--- config.mk ---
export PLATFORM = sky130hd
export DESIGN_NAME = subghz_tx_host_interface
export DESIGN_NICKNAME = d
export VERILOG_FILES = /design/src/subghz_tx_pkg.sv /design/src/subghz_tx_host_interface.sv
export SDC_FILE = /design/constraint.sdc
export NUM_CORES = 1
export LEC_CHECK = 0
export BUFFER_PORTS_ARGS = -buffer_cell sky130_fd_sc_hd__buf_4
export CAP_MARGIN = 20
export CORE_MARGIN = 3
export CORE_UTILIZATION = 47
export DETAILED_ROUTE_END_ITERATION = 7
export HOLD_SLACK_MARGIN = 0.15
export SLEW_MARGIN = 20
export SYNTH_ARGS = -nofsm -noshare
export SYNTH_HDL_FRONTEND = slang
export SYNTH_SLANG_ARGS = --single-unit
--- constraint.sdc ---
create_clock -name i_sys_clk -period 11.6 [get_ports i_sys_clk]
set_clock_uncertainty 0.05 [all_clocks]
set_input_delay 1.16 -clock i_sys_clk [delete_from_list [all_inputs] [get_ports i_sys_clk]]
set_output_delay 1.16 -clock i_sys_clk [all_outputs]
set_load 0.005 [all_outputs]
--- src/subghz_tx_pkg.sv ---
// shared constants and types for the sub-GHz transmitter host block
// assumes one 40 MHz system clock and 8-bit registers at 5-bit addresses
package subghz_tx_pkg;
  typedef enum logic [2:0] {
    MODE_PRESET = 3'b001,
    MODE_I2C    = 3'b010,
    MODE_SPI    = 3'b100
  } bus_mode_t;
  typedef enum logic [3:0] {
    I2C_IDLE  = 4'b0001,
    I2C_ADDR  = 4'b0010,
    I2C_WRITE = 4'b0100,
    I2C_READ  = 4'b1000
  } i2c_state_t;
  // register addresses
  localparam logic [4:0] ADDR_BASE_CFG  = 5'h00;
  localparam logic [4:0] ADDR_BAUD_POST = 5'h01;
  localparam logic [4:0] ADDR_BAUD_PRE  = 5'h02;
  localparam logic [4:0] ADDR_PWR_DOWN  = 5'h03;
  localparam logic [4:0] ADDR_AMP       = 5'h06;
  localparam logic [4:0] ADDR_TXEN_A    = 5'h0a;
  localparam logic [4:0] ADDR_TXEN_B    = 5'h0b;
  localparam logic [4:0] ADDR_PKT_LEN   = 5'h11;
  localparam logic [4:0] ADDR_FIFO_WIN  = 5'h12;
  localparam logic [4:0] ADDR_RB_A      = 5'h14;
  localparam logic [4:0] ADDR_RB_B      = 5'h15;
  localparam logic [4:0] ADDR_RB_C      = 5'h16;
  localparam logic [4:0] ADDR_ID        = 5'h1b;
  localparam logic [4:0] ADDR_REV       = 5'h1c;
  localparam logic [4:0] ADDR_STATUS    = 5'h1d;
  // field positions
  localparam int MOD_FSK_BIT   = 0;
  localparam int TXEN_BIT      = 0;
  localparam int ST_TX_BIT     = 0;
  localparam int ST_UNDER_BIT  = 1;
  localparam int ST_OVER_BIT   = 2;
  localparam int ST_EMPTY_BIT  = 3;
  localparam int ST_FULL_BIT   = 4;
  // bus address bytes
  localparam logic [7:0] I2C_ADDR_WR = 8'hd2;
  localparam logic [7:0] I2C_ADDR_RD = 8'hd3;
  // power states on o_power_mode
  localparam logic [1:0] PWR_SHUTDOWN = 2'h0;
  localparam logic [1:0] PWR_STANDBY  = 2'h1;
  localparam logic [1:0] PWR_PROGRAM  = 2'h2;
  localparam logic [1:0] PWR_TRANSMIT = 2'h3;
  // reset value and baud divider limit
  localparam logic [7:0] REG_RESET   = 8'h00;
  localparam logic [2:0] POSTDIV_MAX = 3'h5;
  // timing
  localparam int SYS_CLK_MHZ     = 40;
  localparam int PRESET_IDLE_US  = 100;
  localparam int PRESET_IDLE_CYC = PRESET_IDLE_US * SYS_CLK_MHZ;
endpackage

--- src/subghz_tx_host_interface.sv ---
// host side of the sub-GHz transmitter: preset pin, two-wire bus, serial port
// assumes all pins already synchronous to i_sys_clk; pad logic resolves sda
`timescale 1ns/100ps
// Behaviour
// - every register is eight bits wide and written or read whole, so any bit group can be changed.
// - addresses 0x14, 0x15, 0x16, 0x1b, 0x1c and 0x1d are read only, 0x12 is the FIFO window and reads zero, all others read and write.
// - in preset mode activity on the data pin wakes the transmitter and a long quiet low puts it to sleep.
// - a high data level turns the amplifier on for ASK or picks mark for FSK, low turns it off or picks space.
// - the data pin is sent as raw NRZ with no coding added.
// - in two-wire mode the data pin serves as the bus data line.
// - in two-wire mode the host fills the FIFO over the bus and the block sends it bit by bit.
// - FIFO bits leave as NRZ at the rate of the baud divider registers.
// - FIFO transmission stops at the packet length or at once on FIFO underflow or overflow.
// - the two-wire port answers address byte 0xd2 for writes and 0xd3 for reads.
// - the serial port works three-wire write only or four-wire with read data on its own output.
// - with transmit enabled and select low, the data pin modulates directly.
// - select going high ends transmission and enters the chosen power-down state.
// - power-down select 00 is shutdown, 01 standby, 10 program mode.
module subghz_tx_host_interface
  import subghz_tx_pkg::*;
#(
  parameter int         FIFO_DEPTH = 16,
  parameter logic [7:0] CHIP_ID    = 8'h5a, // arbitrary value
  parameter logic [7:0] CHIP_REV   = 8'h01  // arbitrary value
) (
  input  wire        i_sys_clk,
  input  wire        i_sys_rst,
  input  bus_mode_t  i_bus_mode,
  input  wire        i_spi_four_wire,
  input  wire        i_preset_fsk,
  input  wire        i_tx_data_pin,
  input  wire        i_scl,
  input  wire        i_sclk,
  input  wire        i_spi_select_n,
  input  wire        i_spi_sdi,
  output logic       o_sda_oe,
  output logic       o_sda_out,
  output logic       o_spi_sdo,
  output logic       o_spi_sdo_oe,
  output logic       o_pa_enable,
  output logic       o_fsk_mark,
  output logic       o_tx_active,
  output logic [1:0] o_power_mode,
  output logic [2:0] o_amp_power_level
);
  localparam int PW = $clog2(FIFO_DEPTH);

  // refuse depths the pointers and readback cannot serve
  generate
    if (FIFO_DEPTH < 2 || FIFO_DEPTH > 128 || (FIFO_DEPTH & (FIFO_DEPTH - 1)) != 0) begin : g_bad_depth
      $error("FIFO_DEPTH must be a power of two from 2 to 128");
    end
  endgenerate

  logic           scl_q, sda_q, sclk_q, sel_q;
  logic [7:0]     regs_reg [0:31];
  logic [7:0]     fifo_mem [0:FIFO_DEPTH-1];
  logic [PW:0]    wr_ptr_reg, rd_ptr_reg;
  logic           ser_active_reg, under_reg, over_reg;
  logic [7:0]     ser_shift_reg, bytes_sent_reg, pre_cnt_reg;
  logic [2:0]     ser_bit_reg;
  logic [6:0]     post_cnt_reg;
  logic           preset_active_reg;
  logic [11:0]    idle_cnt_reg;
  i2c_state_t     i2c_state_reg;
  logic [3:0]     i2c_bit_reg, spi_bit_reg;
  logic [7:0]     i2c_shift_reg, i2c_out_reg, spi_shift_reg, spi_out_reg;
  logic [4:0]     i2c_ptr_reg, spi_addr_reg;
  logic           i2c_first_reg, i2c_match_reg, i2c_rw_reg, i2c_nack_reg, spi_read_reg;

  // mode and pin edge decode
  wire mode_pre  = i_bus_mode == MODE_PRESET;
  wire mode_i2c  = i_bus_mode == MODE_I2C;
  wire mode_spi  = i_bus_mode == MODE_SPI;
  wire scl_rise  = mode_i2c & i_scl & ~scl_q;
  wire scl_fall  = mode_i2c & ~i_scl & scl_q;
  wire i2c_start = mode_i2c & i_scl & scl_q & sda_q & ~i_tx_data_pin;
  wire i2c_stop  = mode_i2c & i_scl & scl_q & ~sda_q & i_tx_data_pin;
  wire sclk_rise = mode_spi & ~i_spi_select_n & i_sclk & ~sclk_q;
  wire sclk_fall = mode_spi & ~i_spi_select_n & ~i_sclk & sclk_q;
  wire sel_rise  = mode_spi & i_spi_select_n & ~sel_q;

  // pin history
  always_ff @(posedge i_sys_clk or posedge i_sys_rst) begin
    if (i_sys_rst) begin
      scl_q  <= 1'b1;
      sda_q  <= 1'b1;
      sclk_q <= 1'b0;
      sel_q  <= 1'b1;
    end else begin
      scl_q  <= i_scl;
      sda_q  <= i_tx_data_pin;
      sclk_q <= i_sclk;
      sel_q  <= i_spi_select_n;
    end
  end

  // fifo level decode
  wire [PW:0] fifo_count = wr_ptr_reg - rd_ptr_reg;
  wire        fifo_empty = fifo_count == '0;
  wire        fifo_full  = fifo_count == (PW + 1)'(FIFO_DEPTH);

  // read-only address decode
  function automatic logic is_ro(input logic [4:0] a);
    is_ro = (a == ADDR_RB_A) | (a == ADDR_RB_B) | (a == ADDR_RB_C) |
            (a == ADDR_ID) | (a == ADDR_REV) | (a == ADDR_STATUS);
  endfunction

  // read value for both serial ports
  function automatic logic [7:0] reg_value(input logic [4:0] a);
    case (a)
      ADDR_RB_A:     reg_value = 8'(fifo_count);
      ADDR_RB_B:     reg_value = bytes_sent_reg;
      ADDR_RB_C:     reg_value = {5'h00, ser_bit_reg};
      ADDR_ID:       reg_value = CHIP_ID;
      ADDR_REV:      reg_value = CHIP_REV;
      ADDR_STATUS:   reg_value = {3'h0, fifo_full, fifo_empty, over_reg, under_reg, o_tx_active};
      ADDR_FIFO_WIN: reg_value = 8'h00;
      default:       reg_value = regs_reg[a];
    endcase
  endfunction

  // two-wire byte framing
  wire        byte_done = scl_fall & (i2c_bit_reg == 4'h7);
  wire        ack_end   = scl_fall & (i2c_bit_reg == 4'h8);
  wire        addr_hit  = (i2c_shift_reg == I2C_ADDR_WR) | (i2c_shift_reg == I2C_ADDR_RD);
  wire        i2c_wr    = byte_done & (i2c_state_reg == I2C_WRITE) & ~i2c_first_reg;
  wire        i2c_load  = ack_end & (((i2c_state_reg == I2C_ADDR) & i2c_match_reg & i2c_rw_reg) |
                                     ((i2c_state_reg == I2C_READ) & ~i2c_nack_reg));
  wire [7:0]  i2c_rd    = reg_value(i2c_ptr_reg);

  // serial port framing: command byte {read, xx, addr}, then data byte
  wire        spi_cmd   = sclk_rise & (spi_bit_reg == 4'h7);
  wire        spi_wr    = sclk_rise & (spi_bit_reg == 4'hf) & ~spi_read_reg;
  wire        spi_load  = sclk_fall & (spi_bit_reg == 4'h8) & spi_read_reg & i_spi_four_wire;
  wire [7:0]  spi_rd    = reg_value(spi_addr_reg);

  // register write merge
  wire        wr_req    = i2c_wr | spi_wr;
  wire [4:0]  wr_addr   = i2c_wr ? i2c_ptr_reg : spi_addr_reg;
  wire [7:0]  wr_data   = i2c_wr ? i2c_shift_reg : {spi_shift_reg[6:0], i_spi_sdi};
  wire        wr_commit = wr_req & ~is_ro(wr_addr) & (wr_addr != ADDR_FIFO_WIN);
  wire [7:0]  wr_old    = regs_reg[wr_addr];
  wire        fifo_push = wr_req & (wr_addr == ADDR_FIFO_WIN) & mode_i2c;
  wire        status_clr = (i2c_load & (i2c_ptr_reg == ADDR_STATUS)) |
                           (spi_load & (spi_addr_reg == ADDR_STATUS));

  // baud divider decode
  wire [7:0]  prediv    = regs_reg[ADDR_BAUD_PRE];
  wire [2:0]  post_raw  = regs_reg[ADDR_BAUD_POST][2:0];
  wire [2:0]  post_sel  = (post_raw > POSTDIV_MAX) ? POSTDIV_MAX : post_raw;
  wire [6:0]  post_lim  = 7'((8'h02 << post_sel) - 8'h01);
  wire        pre_tick  = pre_cnt_reg == prediv;
  wire        baud_tick = ser_active_reg & pre_tick & (post_cnt_reg == post_lim);

  // fifo serializer control
  wire        over_evt  = fifo_push & fifo_full;
  wire        tx_event  = baud_tick & (ser_bit_reg == 3'h0);
  wire        last_byte = (bytes_sent_reg + 8'h01) == regs_reg[ADDR_PKT_LEN];
  wire        under_evt = tx_event & ~last_byte & fifo_empty;
  wire        ser_stop  = (over_evt & ser_active_reg) | (tx_event & (last_byte | fifo_empty));
  wire        ser_start = mode_i2c & ~ser_active_reg & ~fifo_empty & ~over_evt;
  wire        fifo_pop  = ser_start | (tx_event & ~last_byte & ~fifo_empty);

  // modulation source and power state
  wire        txen_any  = regs_reg[ADDR_TXEN_A][TXEN_BIT] | regs_reg[ADDR_TXEN_B][TXEN_BIT];
  wire        spi_tx_on = mode_spi & ~i_spi_select_n & txen_any;
  wire        mod_bit   = mode_i2c ? ser_shift_reg[7] : i_tx_data_pin;
  wire        tx_on     = mode_pre ? preset_active_reg : (mode_i2c ? ser_active_reg : spi_tx_on);
  wire        fsk_sel   = mode_pre ? i_preset_fsk : regs_reg[ADDR_BASE_CFG][MOD_FSK_BIT];
  wire [1:0]  pwr_next  = tx_on ? PWR_TRANSMIT :
                          (mode_pre ? PWR_SHUTDOWN : regs_reg[ADDR_PWR_DOWN][1:0]);

  // register file; enable bits drop when select rises
  always_ff @(posedge i_sys_clk or posedge i_sys_rst) begin
    if (i_sys_rst) begin
      for (int i = 0; i < 32; i++) begin
        regs_reg[i] <= REG_RESET;
      end
    end else begin
      if (wr_commit) begin
        regs_reg[wr_addr] <= wr_data;
      end
      if (sel_rise) begin
        regs_reg[ADDR_TXEN_A][TXEN_BIT] <= 1'b0;
        regs_reg[ADDR_TXEN_B][TXEN_BIT] <= 1'b0;
      end
    end
  end

  // fifo storage and pointers; a stop flushes what is left
  always_ff @(posedge i_sys_clk) begin
    if (fifo_push & ~fifo_full) begin
      fifo_mem[wr_ptr_reg[PW-1:0]] <= wr_data;
    end
  end
  always_ff @(posedge i_sys_clk or posedge i_sys_rst) begin
    if (i_sys_rst) begin
      wr_ptr_reg <= '0;
      rd_ptr_reg <= '0;
    end else begin
      if (fifo_push & ~fifo_full) begin
        wr_ptr_reg <= wr_ptr_reg + 1'b1;
      end
      if (ser_stop) begin
        rd_ptr_reg <= wr_ptr_reg;
      end else if (fifo_pop) begin
        rd_ptr_reg <= rd_ptr_reg + 1'b1;
      end
    end
  end

  // baud divider: prescale then power-of-two postscale
  always_ff @(posedge i_sys_clk or posedge i_sys_rst) begin
    if (i_sys_rst) begin
      pre_cnt_reg  <= 8'h00;
      post_cnt_reg <= 7'h00;
    end else if (~ser_active_reg) begin
      pre_cnt_reg  <= 8'h00;
      post_cnt_reg <= 7'h00;
    end else begin
      pre_cnt_reg  <= pre_tick ? 8'h00 : pre_cnt_reg + 8'h01;
      if (pre_tick) begin
        post_cnt_reg <= (post_cnt_reg == post_lim) ? 7'h00 : post_cnt_reg + 7'h01;
      end
    end
  end

  // nrz serializer, msb first
  always_ff @(posedge i_sys_clk or posedge i_sys_rst) begin
    if (i_sys_rst) begin
      ser_active_reg <= 1'b0;
      ser_shift_reg  <= 8'h00;
      ser_bit_reg    <= 3'h0;
      bytes_sent_reg <= 8'h00;
    end else if (ser_stop) begin
      ser_active_reg <= 1'b0;
    end else if (fifo_pop) begin
      ser_active_reg <= 1'b1;
      ser_shift_reg  <= fifo_mem[rd_ptr_reg[PW-1:0]];
      ser_bit_reg    <= 3'h7;
      bytes_sent_reg <= ser_start ? 8'h00 : bytes_sent_reg + 8'h01;
    end else if (baud_tick) begin
      ser_shift_reg  <= {ser_shift_reg[6:0], 1'b0};
      ser_bit_reg    <= ser_bit_reg - 3'h1;
    end
  end

  // sticky error flags, a new event beats the read clear
  always_ff @(posedge i_sys_clk or posedge i_sys_rst) begin
    if (i_sys_rst) begin
      under_reg <= 1'b0;
      over_reg  <= 1'b0;
    end else begin
      under_reg <= under_evt | (under_reg & ~status_clr);
      over_reg  <= over_evt | (over_reg & ~status_clr);
    end
  end

  // preset activity detection: high wakes, a long low sleeps
  always_ff @(posedge i_sys_clk or posedge i_sys_rst) begin
    if (i_sys_rst) begin
      preset_active_reg <= 1'b0;
      idle_cnt_reg      <= 12'h000;
    end else if (~mode_pre | i_tx_data_pin) begin
      preset_active_reg <= mode_pre;
      idle_cnt_reg      <= 12'h000;
    end else if (preset_active_reg) begin
      idle_cnt_reg      <= idle_cnt_reg + 12'h001;
      if (idle_cnt_reg == 12'(PRESET_IDLE_CYC - 1)) begin
        preset_active_reg <= 1'b0;
      end
    end
  end

  // two-wire slave: bits taken on scl rise, driven after scl fall
  always_ff @(posedge i_sys_clk or posedge i_sys_rst) begin
    if (i_sys_rst) begin
      i2c_state_reg <= I2C_IDLE;
      i2c_bit_reg   <= 4'h0;
      i2c_shift_reg <= 8'h00;
      i2c_out_reg   <= 8'h00;
      i2c_ptr_reg   <= 5'h00;
      i2c_first_reg <= 1'b0;
      i2c_match_reg <= 1'b0;
      i2c_rw_reg    <= 1'b0;
      i2c_nack_reg  <= 1'b0;
      o_sda_oe      <= 1'b0;
    end else if (~mode_i2c | i2c_stop) begin
      i2c_state_reg <= I2C_IDLE;
      o_sda_oe      <= 1'b0;
    end else if (i2c_start) begin
      i2c_state_reg <= I2C_ADDR;
      i2c_bit_reg   <= 4'hf; // the start's own scl fall wraps this to bit 0
      o_sda_oe      <= 1'b0;
    end else if (scl_rise) begin
      if (i2c_bit_reg == 4'h8) begin
        i2c_nack_reg  <= i_tx_data_pin;
      end else begin
        i2c_shift_reg <= {i2c_shift_reg[6:0], i_tx_data_pin};
      end
    end else if (scl_fall & (i2c_state_reg != I2C_IDLE)) begin
      i2c_bit_reg <= (i2c_bit_reg == 4'h8) ? 4'h0 : i2c_bit_reg + 4'h1;
      if (byte_done) begin
        unique case (i2c_state_reg)
          I2C_ADDR: begin
            i2c_match_reg <= addr_hit;
            i2c_rw_reg    <= i2c_shift_reg[0];
            o_sda_oe      <= addr_hit;
          end
          I2C_WRITE: begin
            o_sda_oe      <= 1'b1;
            i2c_first_reg <= 1'b0;
            if (i2c_first_reg) begin
              i2c_ptr_reg <= i2c_shift_reg[4:0];
            end else if (i2c_ptr_reg != ADDR_FIFO_WIN) begin
              i2c_ptr_reg <= i2c_ptr_reg + 5'h01;
            end
          end
          I2C_READ: o_sda_oe <= 1'b0;
          I2C_IDLE: o_sda_oe <= 1'b0;
        endcase
      end else if (ack_end) begin
        o_sda_oe <= i2c_load & ~i2c_rd[7];
        if (i2c_load) begin
          i2c_out_reg <= i2c_rd;
          i2c_ptr_reg <= i2c_ptr_reg + 5'h01;
        end
        if (i2c_state_reg == I2C_ADDR) begin
          i2c_state_reg <= ~i2c_match_reg ? I2C_IDLE : (i2c_rw_reg ? I2C_READ : I2C_WRITE);
          i2c_first_reg <= 1'b1;
        end else if ((i2c_state_reg == I2C_READ) & i2c_nack_reg) begin
          i2c_state_reg <= I2C_IDLE;
        end
      end else if (i2c_state_reg == I2C_READ) begin
        o_sda_oe    <= ~i2c_out_reg[6];
        i2c_out_reg <= {i2c_out_reg[6:0], 1'b0};
      end
    end
  end

  // serial port slave: sampled on sclk rise, read data shifted on fall
  always_ff @(posedge i_sys_clk or posedge i_sys_rst) begin
    if (i_sys_rst) begin
      spi_bit_reg   <= 4'h0;
      spi_shift_reg <= 8'h00;
      spi_out_reg   <= 8'h00;
      spi_addr_reg  <= 5'h00;
      spi_read_reg  <= 1'b0;
      o_spi_sdo     <= 1'b0;
      o_spi_sdo_oe  <= 1'b0;
    end else begin
      o_spi_sdo_oe <= mode_spi & i_spi_four_wire & ~i_spi_select_n;
      if (i_spi_select_n) begin
        spi_bit_reg <= 4'h0;
      end else if (sclk_rise) begin
        spi_shift_reg <= {spi_shift_reg[6:0], i_spi_sdi};
        spi_bit_reg   <= spi_bit_reg + 4'h1;
        if (spi_cmd) begin
          spi_read_reg <= spi_shift_reg[6];
          spi_addr_reg <= {spi_shift_reg[3:0], i_spi_sdi};
        end
      end else if (spi_load) begin
        spi_out_reg <= spi_rd;
        o_spi_sdo   <= spi_rd[7];
      end else if (sclk_fall & (spi_bit_reg > 4'h8)) begin
        spi_out_reg <= {spi_out_reg[6:0], 1'b0};
        o_spi_sdo   <= spi_out_reg[6];
      end
    end
  end

  // modulation and status outputs
  always_ff @(posedge i_sys_clk or posedge i_sys_rst) begin
    if (i_sys_rst) begin
      o_pa_enable       <= 1'b0;
      o_fsk_mark        <= 1'b0;
      o_tx_active       <= 1'b0;
      o_power_mode      <= PWR_SHUTDOWN;
      o_amp_power_level <= 3'h0;
      o_sda_out         <= 1'b0;
    end else begin
      o_pa_enable       <= tx_on & (fsk_sel | mod_bit);
      o_fsk_mark        <= tx_on & fsk_sel & mod_bit;
      o_tx_active       <= tx_on;
      o_power_mode      <= pwr_next;
      o_amp_power_level <= regs_reg[ADDR_AMP][2:0];
      o_sda_out         <= 1'b0;
    end
  end
endmodule

Yosys cells after proc, flatten, opt, wreduce, memory -nomap -nowiden
Memories as Yosys holds them, arrays and structs flattened.
Index checks and enable logic that the tools add are counted.

storage, ports and cells
  register bits after elaboration = 387
  bits in writable memories = 128
  bits of input ports = 12
  output and inout bits = 12
  word-level logic and storage cells = 371
  memories = 1

operators by class
  add/subtract/negate cells = 12
  order comparisons = 6
  eq/ne operators = 50
  shifts and indexed selects = 1
  multiplexer cells = 85
  bitwise logic cells = 111
  reductions and logical operators = 33

memory list
  name      depth  width  read ports  clocked after Yosys merged registers in  wr ports  line                            source
  fifo_mem  16     8      1           0                                        1         subghz_tx_host_interface.sv:57  logic [7:0] fifo_mem [0:FIFO_DEPTH-1];

operator list
  cell                                                            count
  256-bit bitwise mux                                             1
  169-bit 2-to-1 mux                                              1
  8-bit case mux with 7 select lines                              2
  5-bit equality test (second input constant)                     22
  8-bit 2-to-1 mux                                                11
  8-bit binary-select mux with 5-bit select                       2
  4-bit 2-to-1 mux                                                16
  1-bit AND                                                       61
  7-bit 2-to-1 mux                                                8
  5-bit 2-to-1 mux                                                9
  8-bit demux with 5-bit select                                   1
  1-bit NOT                                                       29
  1-bit 2-to-1 mux                                                26
  12-bit 2-to-1 mux                                               2
  2-bit nonzero test                                              11
  6-bit greater-or-equal comparator (second input constant)       3
  5-bit NOT with 6-bit output                                     3
  1-bit OR                                                        18
  8-bit by 1-bit adder with 8-bit output (second input constant)  2
  4-bit equality test (second input constant)                     4
  8-bit equality test                                             2
  8-bit equality test (second input constant)                     2
  5-bit by 1-bit adder with 5-bit output (second input constant)  3
  7-bit AND reduction                                             2
  other kinds (39)                                                57

Logic depth before layout (Yosys ltp)
  depth after elaboration = 18
  gate-level depth with buffers = 13
  mapped depth without buffers = 12

Worst setup path after synthesis
Ideal clock, no wire load.

  path kind = register to register
  from = register rd_ptr_reg[1]
  to = memory fifo_mem[3][0], enable pin
  library setup time = 0.383 ns
  arrival time = 3.378 ns
  data required time = 11.167 ns
  setup slack = 7.789 ns
  stages on the path, launching flop included = 12
  path buffers = 2
  clock period less this slack = 3.811 ns
  cells stage by stage = dfrtp_1 clkbuf_1 buf_1 inv_1 fa_1 xor2_1 nor2_1 mux2i_1 nor2b_1 nor2_1 nand2_1 nor3_1

on the way
  word-level cells in the longest chain between the ends = 6

ends and longest elaborated chain
  element                                 line                             source
  start: declaration                      subghz_tx_host_interface.sv:58   logic [PW:0] wr_ptr_reg, rd_ptr_reg;
  start signal: assignment                subghz_tx_host_interface.sv:206  rd_ptr_reg <= wr_ptr_reg;
  start signal: assignment                subghz_tx_host_interface.sv:208  rd_ptr_reg <= rd_ptr_reg + 1'b1;
  5-bit subtractor                        subghz_tx_host_interface.sv:99   wire [PW:0] fifo_count = wr_ptr_reg - rd_ptr_reg;
  5-bit equality test                     subghz_tx_host_interface.sv:101  wire fifo_full = fifo_count == (PW + 1)'(FIFO_DEPTH);
  1-bit NOT                               subghz_tx_host_interface.sv:193  if (fifo_push & ~fifo_full) begin
  1-bit AND                               subghz_tx_host_interface.sv:193
  1-bit 2-to-1 mux                        subghz_tx_host_interface.sv:193
  1-bit 2-to-1 mux (implied by the code)  subghz_tx_host_interface.sv:194  fifo_mem[wr_ptr_reg[PW-1:0]] <= wr_data;
  end: declaration                        subghz_tx_host_interface.sv:57

No other way between the ends.

Worst setup path in the final report
  from = register rd_ptr_reg[1]
  to = register ser_shift_reg[6]

on the way
  word-level cells in the longest chain between the ends = 8
  elaborated cells between the ends (all ways) = 19
  those cells by class = add/sub: 1; eq/ne: 1; mux: 1; bitwise: 12; reduce/logical: 3; memory: 1

ends and longest elaborated chain
  element                                                   line                                                                                               source
  5-bit subtractor                                          subghz_tx_host_interface.sv:99
  5-bit equality test or 5-bit logical NOT (tied branches)  subghz_tx_host_interface.sv:101, subghz_tx_host_interface.sv:100
  1-bit AND or 1-bit NOT (tied branches)                    subghz_tx_host_interface.sv:157, subghz_tx_host_interface.sv:162, subghz_tx_host_interface.sv:163
  1-bit NOT or 1-bit AND (tied branches)                    subghz_tx_host_interface.sv:162                                                                    wire ser_start = mode_i2c & ~ser_active_reg & ~fifo_empty & ~over_evt;
  1-bit AND                                                 subghz_tx_host_interface.sv:162
  1-bit OR                                                  subghz_tx_host_interface.sv:163                                                                    wire fifo_pop = ser_start | (tx_event & ~last_byte & ~fifo_empty);
  2-bit nonzero test (no source line)                       --
  2-bit AND reduction (no source line)                      --
  end signal: assignment                                    subghz_tx_host_interface.sv:240                                                                    ser_shift_reg <= fifo_mem[rd_ptr_reg[PW-1:0]];
  end signal: assignment                                    subghz_tx_host_interface.sv:244                                                                    ser_shift_reg <= {ser_shift_reg[6:0], 1'b0};
  end: declaration                                          subghz_tx_host_interface.sv:60                                                                     logic [7:0] ser_shift_reg, bytes_sent_reg, pre_cnt_reg;

Parallel ways exist; a longest one is shown, timed or not.
A chain may end at the register's enable or synchronous reset.

==> results.json <==
{
  "run_status": "completed",
  "startpoint_type": "flop",
  "timing.setup.critical_path_class": "reg -> reg",
  "cts_htree_levels": 2,
  "number_of_flip_flops_and_latches_in_the_synthesized_netlist": 515,
  "drive_gt1_share_pct": 20.0,
  "antennaDiodeCount": 0,
  "synth.cell_area_um2": 25500,
  "largest_register_ff_count": 245,
  "synthTopCellsByArea": "dfrtp_1 38%, mux4_2 18%, edfxtp_1 15%",
  "ys.warnings.count": 0,
  "whs_ns": 0.338,
  "drv_cap": 0,
  "floorplan.core_area_um2": 53100,
  "synth_sequential_area_ratio_pct": 53.2,
  "met2_wirelength_um": 30100,
  "timing.final.ws_setup_ns": 6.96,
  "async_flop_share_pct": 75.1,
  "final_wtd_congestion": 0.892,
  "antenna_found_initial": 0,
  "synth_flop_cell": "dfrtp_1",
  "grt_first_pass_wirelength_um": 103000,
  "slew_viol_final": 0,
  "detailedRoute.firstIterationViolations": 1461,
  "timing.critical_path.slowest_stage_cell": "a211oi_2",
  "cp_common_cell": "nor2_1",
  "grt_max_degree": 152,
  "wire_per_inst_um": 24.2,
  "detail_route.first_pass.iterations": 7,
  "critical_path_arrival_ns": 5.10,
  "clock_tree.root_cell": "clkbuf_16",
  "slew_headroom_pct": 28.3,
  "worst_skew_pair.late_latency_ns": 0.62,
  "fmax_mhz": 216,
  "grt_setup_unrepaired": "no",
  "first_global_vias": 16895,
  "netlist.area_leader.share_pct": 37.7,
  "hpwl_um": 43600,
  "critPathMaxFanout": 35,
  "number_of_vias_after_detailed_routing": 16674,
  "postRouteAntennaNets": 0,
  "syn_nets": 2118,
  "finalSetupTns_ns": 0,
  "nNetsFinal": 2037,
  "track_usage_pct": 23.8,
  "timing_hold_violations_final": 0,
  "routed_wl_um": 66200,
  "path_delay_family": "multiplexers",
  "post_synth.cell_area_avg_um2": 12.2,
  "ir_drop_worst_case_vdd_mv": 0.112,
  "worst_ep_required_time_ns": 12.06,
  "top_layer_used": "met4",
  "tightestPinTransition_ns": 1.07,
  "cts-hold-fix-buffers": 0,
  "final_util_pct": 52.6,
  "cts_resized": 0,
  "cts_post_setup_buffers_inserted": 0,
  "number_of_flops_mapped_to_enable_cells_by_yosys": 128,
  "cts.clk_slew.worst_paths_ns": 0.06,
  "post_route_met1_wirelength_um": 29100,
  "placement.setup.worst_slack_ns": 6.83,
  "cts_buffer_depth": 3,
  "synth_cell_types": 81,
  "dieHeight_um": 239,
  "yosys.area.top_type": "dfrtp_1",
  "path_buf_inv": 2,
  "worst_hold_path_type": "reg -> reg",
  "syn_inst": 2081,
  "area.growth.synth_to_final_pct": 9.72,
  "cts_num_sinks": 515,
  "vias_per_cell": 6.10,
  "crit_path_capture_type": "flop",
  "cts_tree": "done",
  "ioPinCount": 24,
  "power.density_cell_area_nw_per_um2": 153,
  "placement.io_buffers": 22,
  "cts_buffers": 55,
  "setup_viol_count_final": 0,
  "fp.dieW_um": 239,
  "worst_path_largest_cell_delay_ns": 0.83,
  "drcViolationCount": 0,
  "fin_total_pwr_mw": 4.27,
  "timing.final.crit_period_ns": 4.64,
  "p_leak_nw": 11.2,
  "worstPathCellList": "buf_4 -> inv_1 -> fa_1 -> xor2_1 -> nor2_1 -> mux2i_1 -> nor2_1 -> a211oi_2 -> or2_4 -> mux2_1 -> mux2_2",
  "start_util_pct": 48.0,
  "dr_wl_met3_um": 4740,
  "period_share_pct": 40.0,
  "globalRouteOverflowTotal": 0,
  "design.die.area_um2": 57000,
  "rows": 84
}
where the power goes:
group	total, mW	leakage (nW)	internal, mW	switching [mW]
sequential	1.96	6.51	1.90	0.0620
clock	1.83	0.942	1.08	0.746
combinational	0.483	3.73	0.210	0.272
per-layer routing:
layer / vias to the layer above / track usage (%)
li1: 7477 / -
met1: 8489 / 34.4
met2: 589 / 35.9
met3: 119 / 5.21
met4: 0 / 8.32
met5: - / 0
synthesized netlist by cell type (15+ instances only):
| cell type | count |
|---|---|
| dfrtp_1 | 383 |
| a21oi_1 | 50 |
| buf_2 | 15 |
| clkbuf_1 | 150 |
| xnor2_1 | 28 |
| nand4_1 | 20 |
| nand3_1 | 42 |
| ha_1 | 24 |
| edfxtp_1 | 128 |
| mux4_2 | 199 |
| o21ai_0 | 248 |
| nand2_1 | 325 |
| inv_1 | 45 |
| xor2_1 | 22 |
| buf_1 | 19 |
| nor2_1 | 78 |
| mux2i_1 | 21 |
| nor3_1 | 18 |
| nor2b_1 | 20 |
| mux2_2 | 30 |
cells by family after synthesis:
logic type | count (synthesis) | share of synthesized area (%)
AND/OR/NAND/NOR | 584 | 10.5
flip-flops | 515 | 53.2
AO/OA/AOI/OAI | 409 | 9.25
multiplexers | 263 | 20.5
buffers and inverters | 234 | 3.60
XOR/XNOR | 50 | 1.72
adder cells (fa/ha/maj) | 25 | 1.26
other | 1 | 0.0147
cell type report:
| class | instances | area, um2 |
|---|---|---|
| inverter | 46 | 176 |
| fill | 4492 | 25200 |
| multi-input combinational | 1332 | 11100 |
| tap | 688 | 861 |
| timing repair buffer | 50 | 385 |
| sequential | 515 | 13500 |
| clock buffer | 82 | 1620 |
| clock inverter | 22 | 282 |
worst paths after layout:
path,startpoint,to,slack (ns),cells past startpoint
worst min register to register,regs_reg[76]$_DFFE_PP0P_,regs_reg[76]$_DFFE_PP0P_,0.34,0
worst min-delay path,regs_reg[76]$_DFFE_PP0P_,regs_reg[76]$_DFFE_PP0P_,0.34,0
worst max register to register,rd_ptr_reg[1]$_DFFE_PP0P_,ser_shift_reg[6]$_DFFE_PP0P_,6.96,11
max in group asynchronous,i_sys_rst,i2c_ptr_reg[0]$_DFFE_PP0P_,8.90,4
worst max-delay path,rd_ptr_reg[1]$_DFFE_PP0P_,ser_shift_reg[6]$_DFFE_PP0P_,6.96,11
min in group asynchronous,i_sys_rst,regs_reg[110]$_DFFE_PP0P_,0.65,2
layout by cell type, fill, tap and decap left out, drive strengths merged, types with 42 or more instances in the layout:
cell type  Yosys  routed
dfrtp        383     383
nand2        325     325
o21ai        257     257
mux4         199     199
edfxtp       128     128
clkbuf       150      82
nor2          78      78
a21oi         51      51
buf           38      50
inv           46      48
mux2          43      43
nand3         42      42
metrics by stage:
step / instance area (um2) / instances
2_1_floorplan: 25500 / 2081
3_3_place_gp: 26000 / 2630
3_5_place_dp: 26000 / 2631
4_1_cts: 27900 / 2735
5_1_grt: 27900 / 2735
6_report: 27900 / 2735
Power figures use the tool's default switching activity.
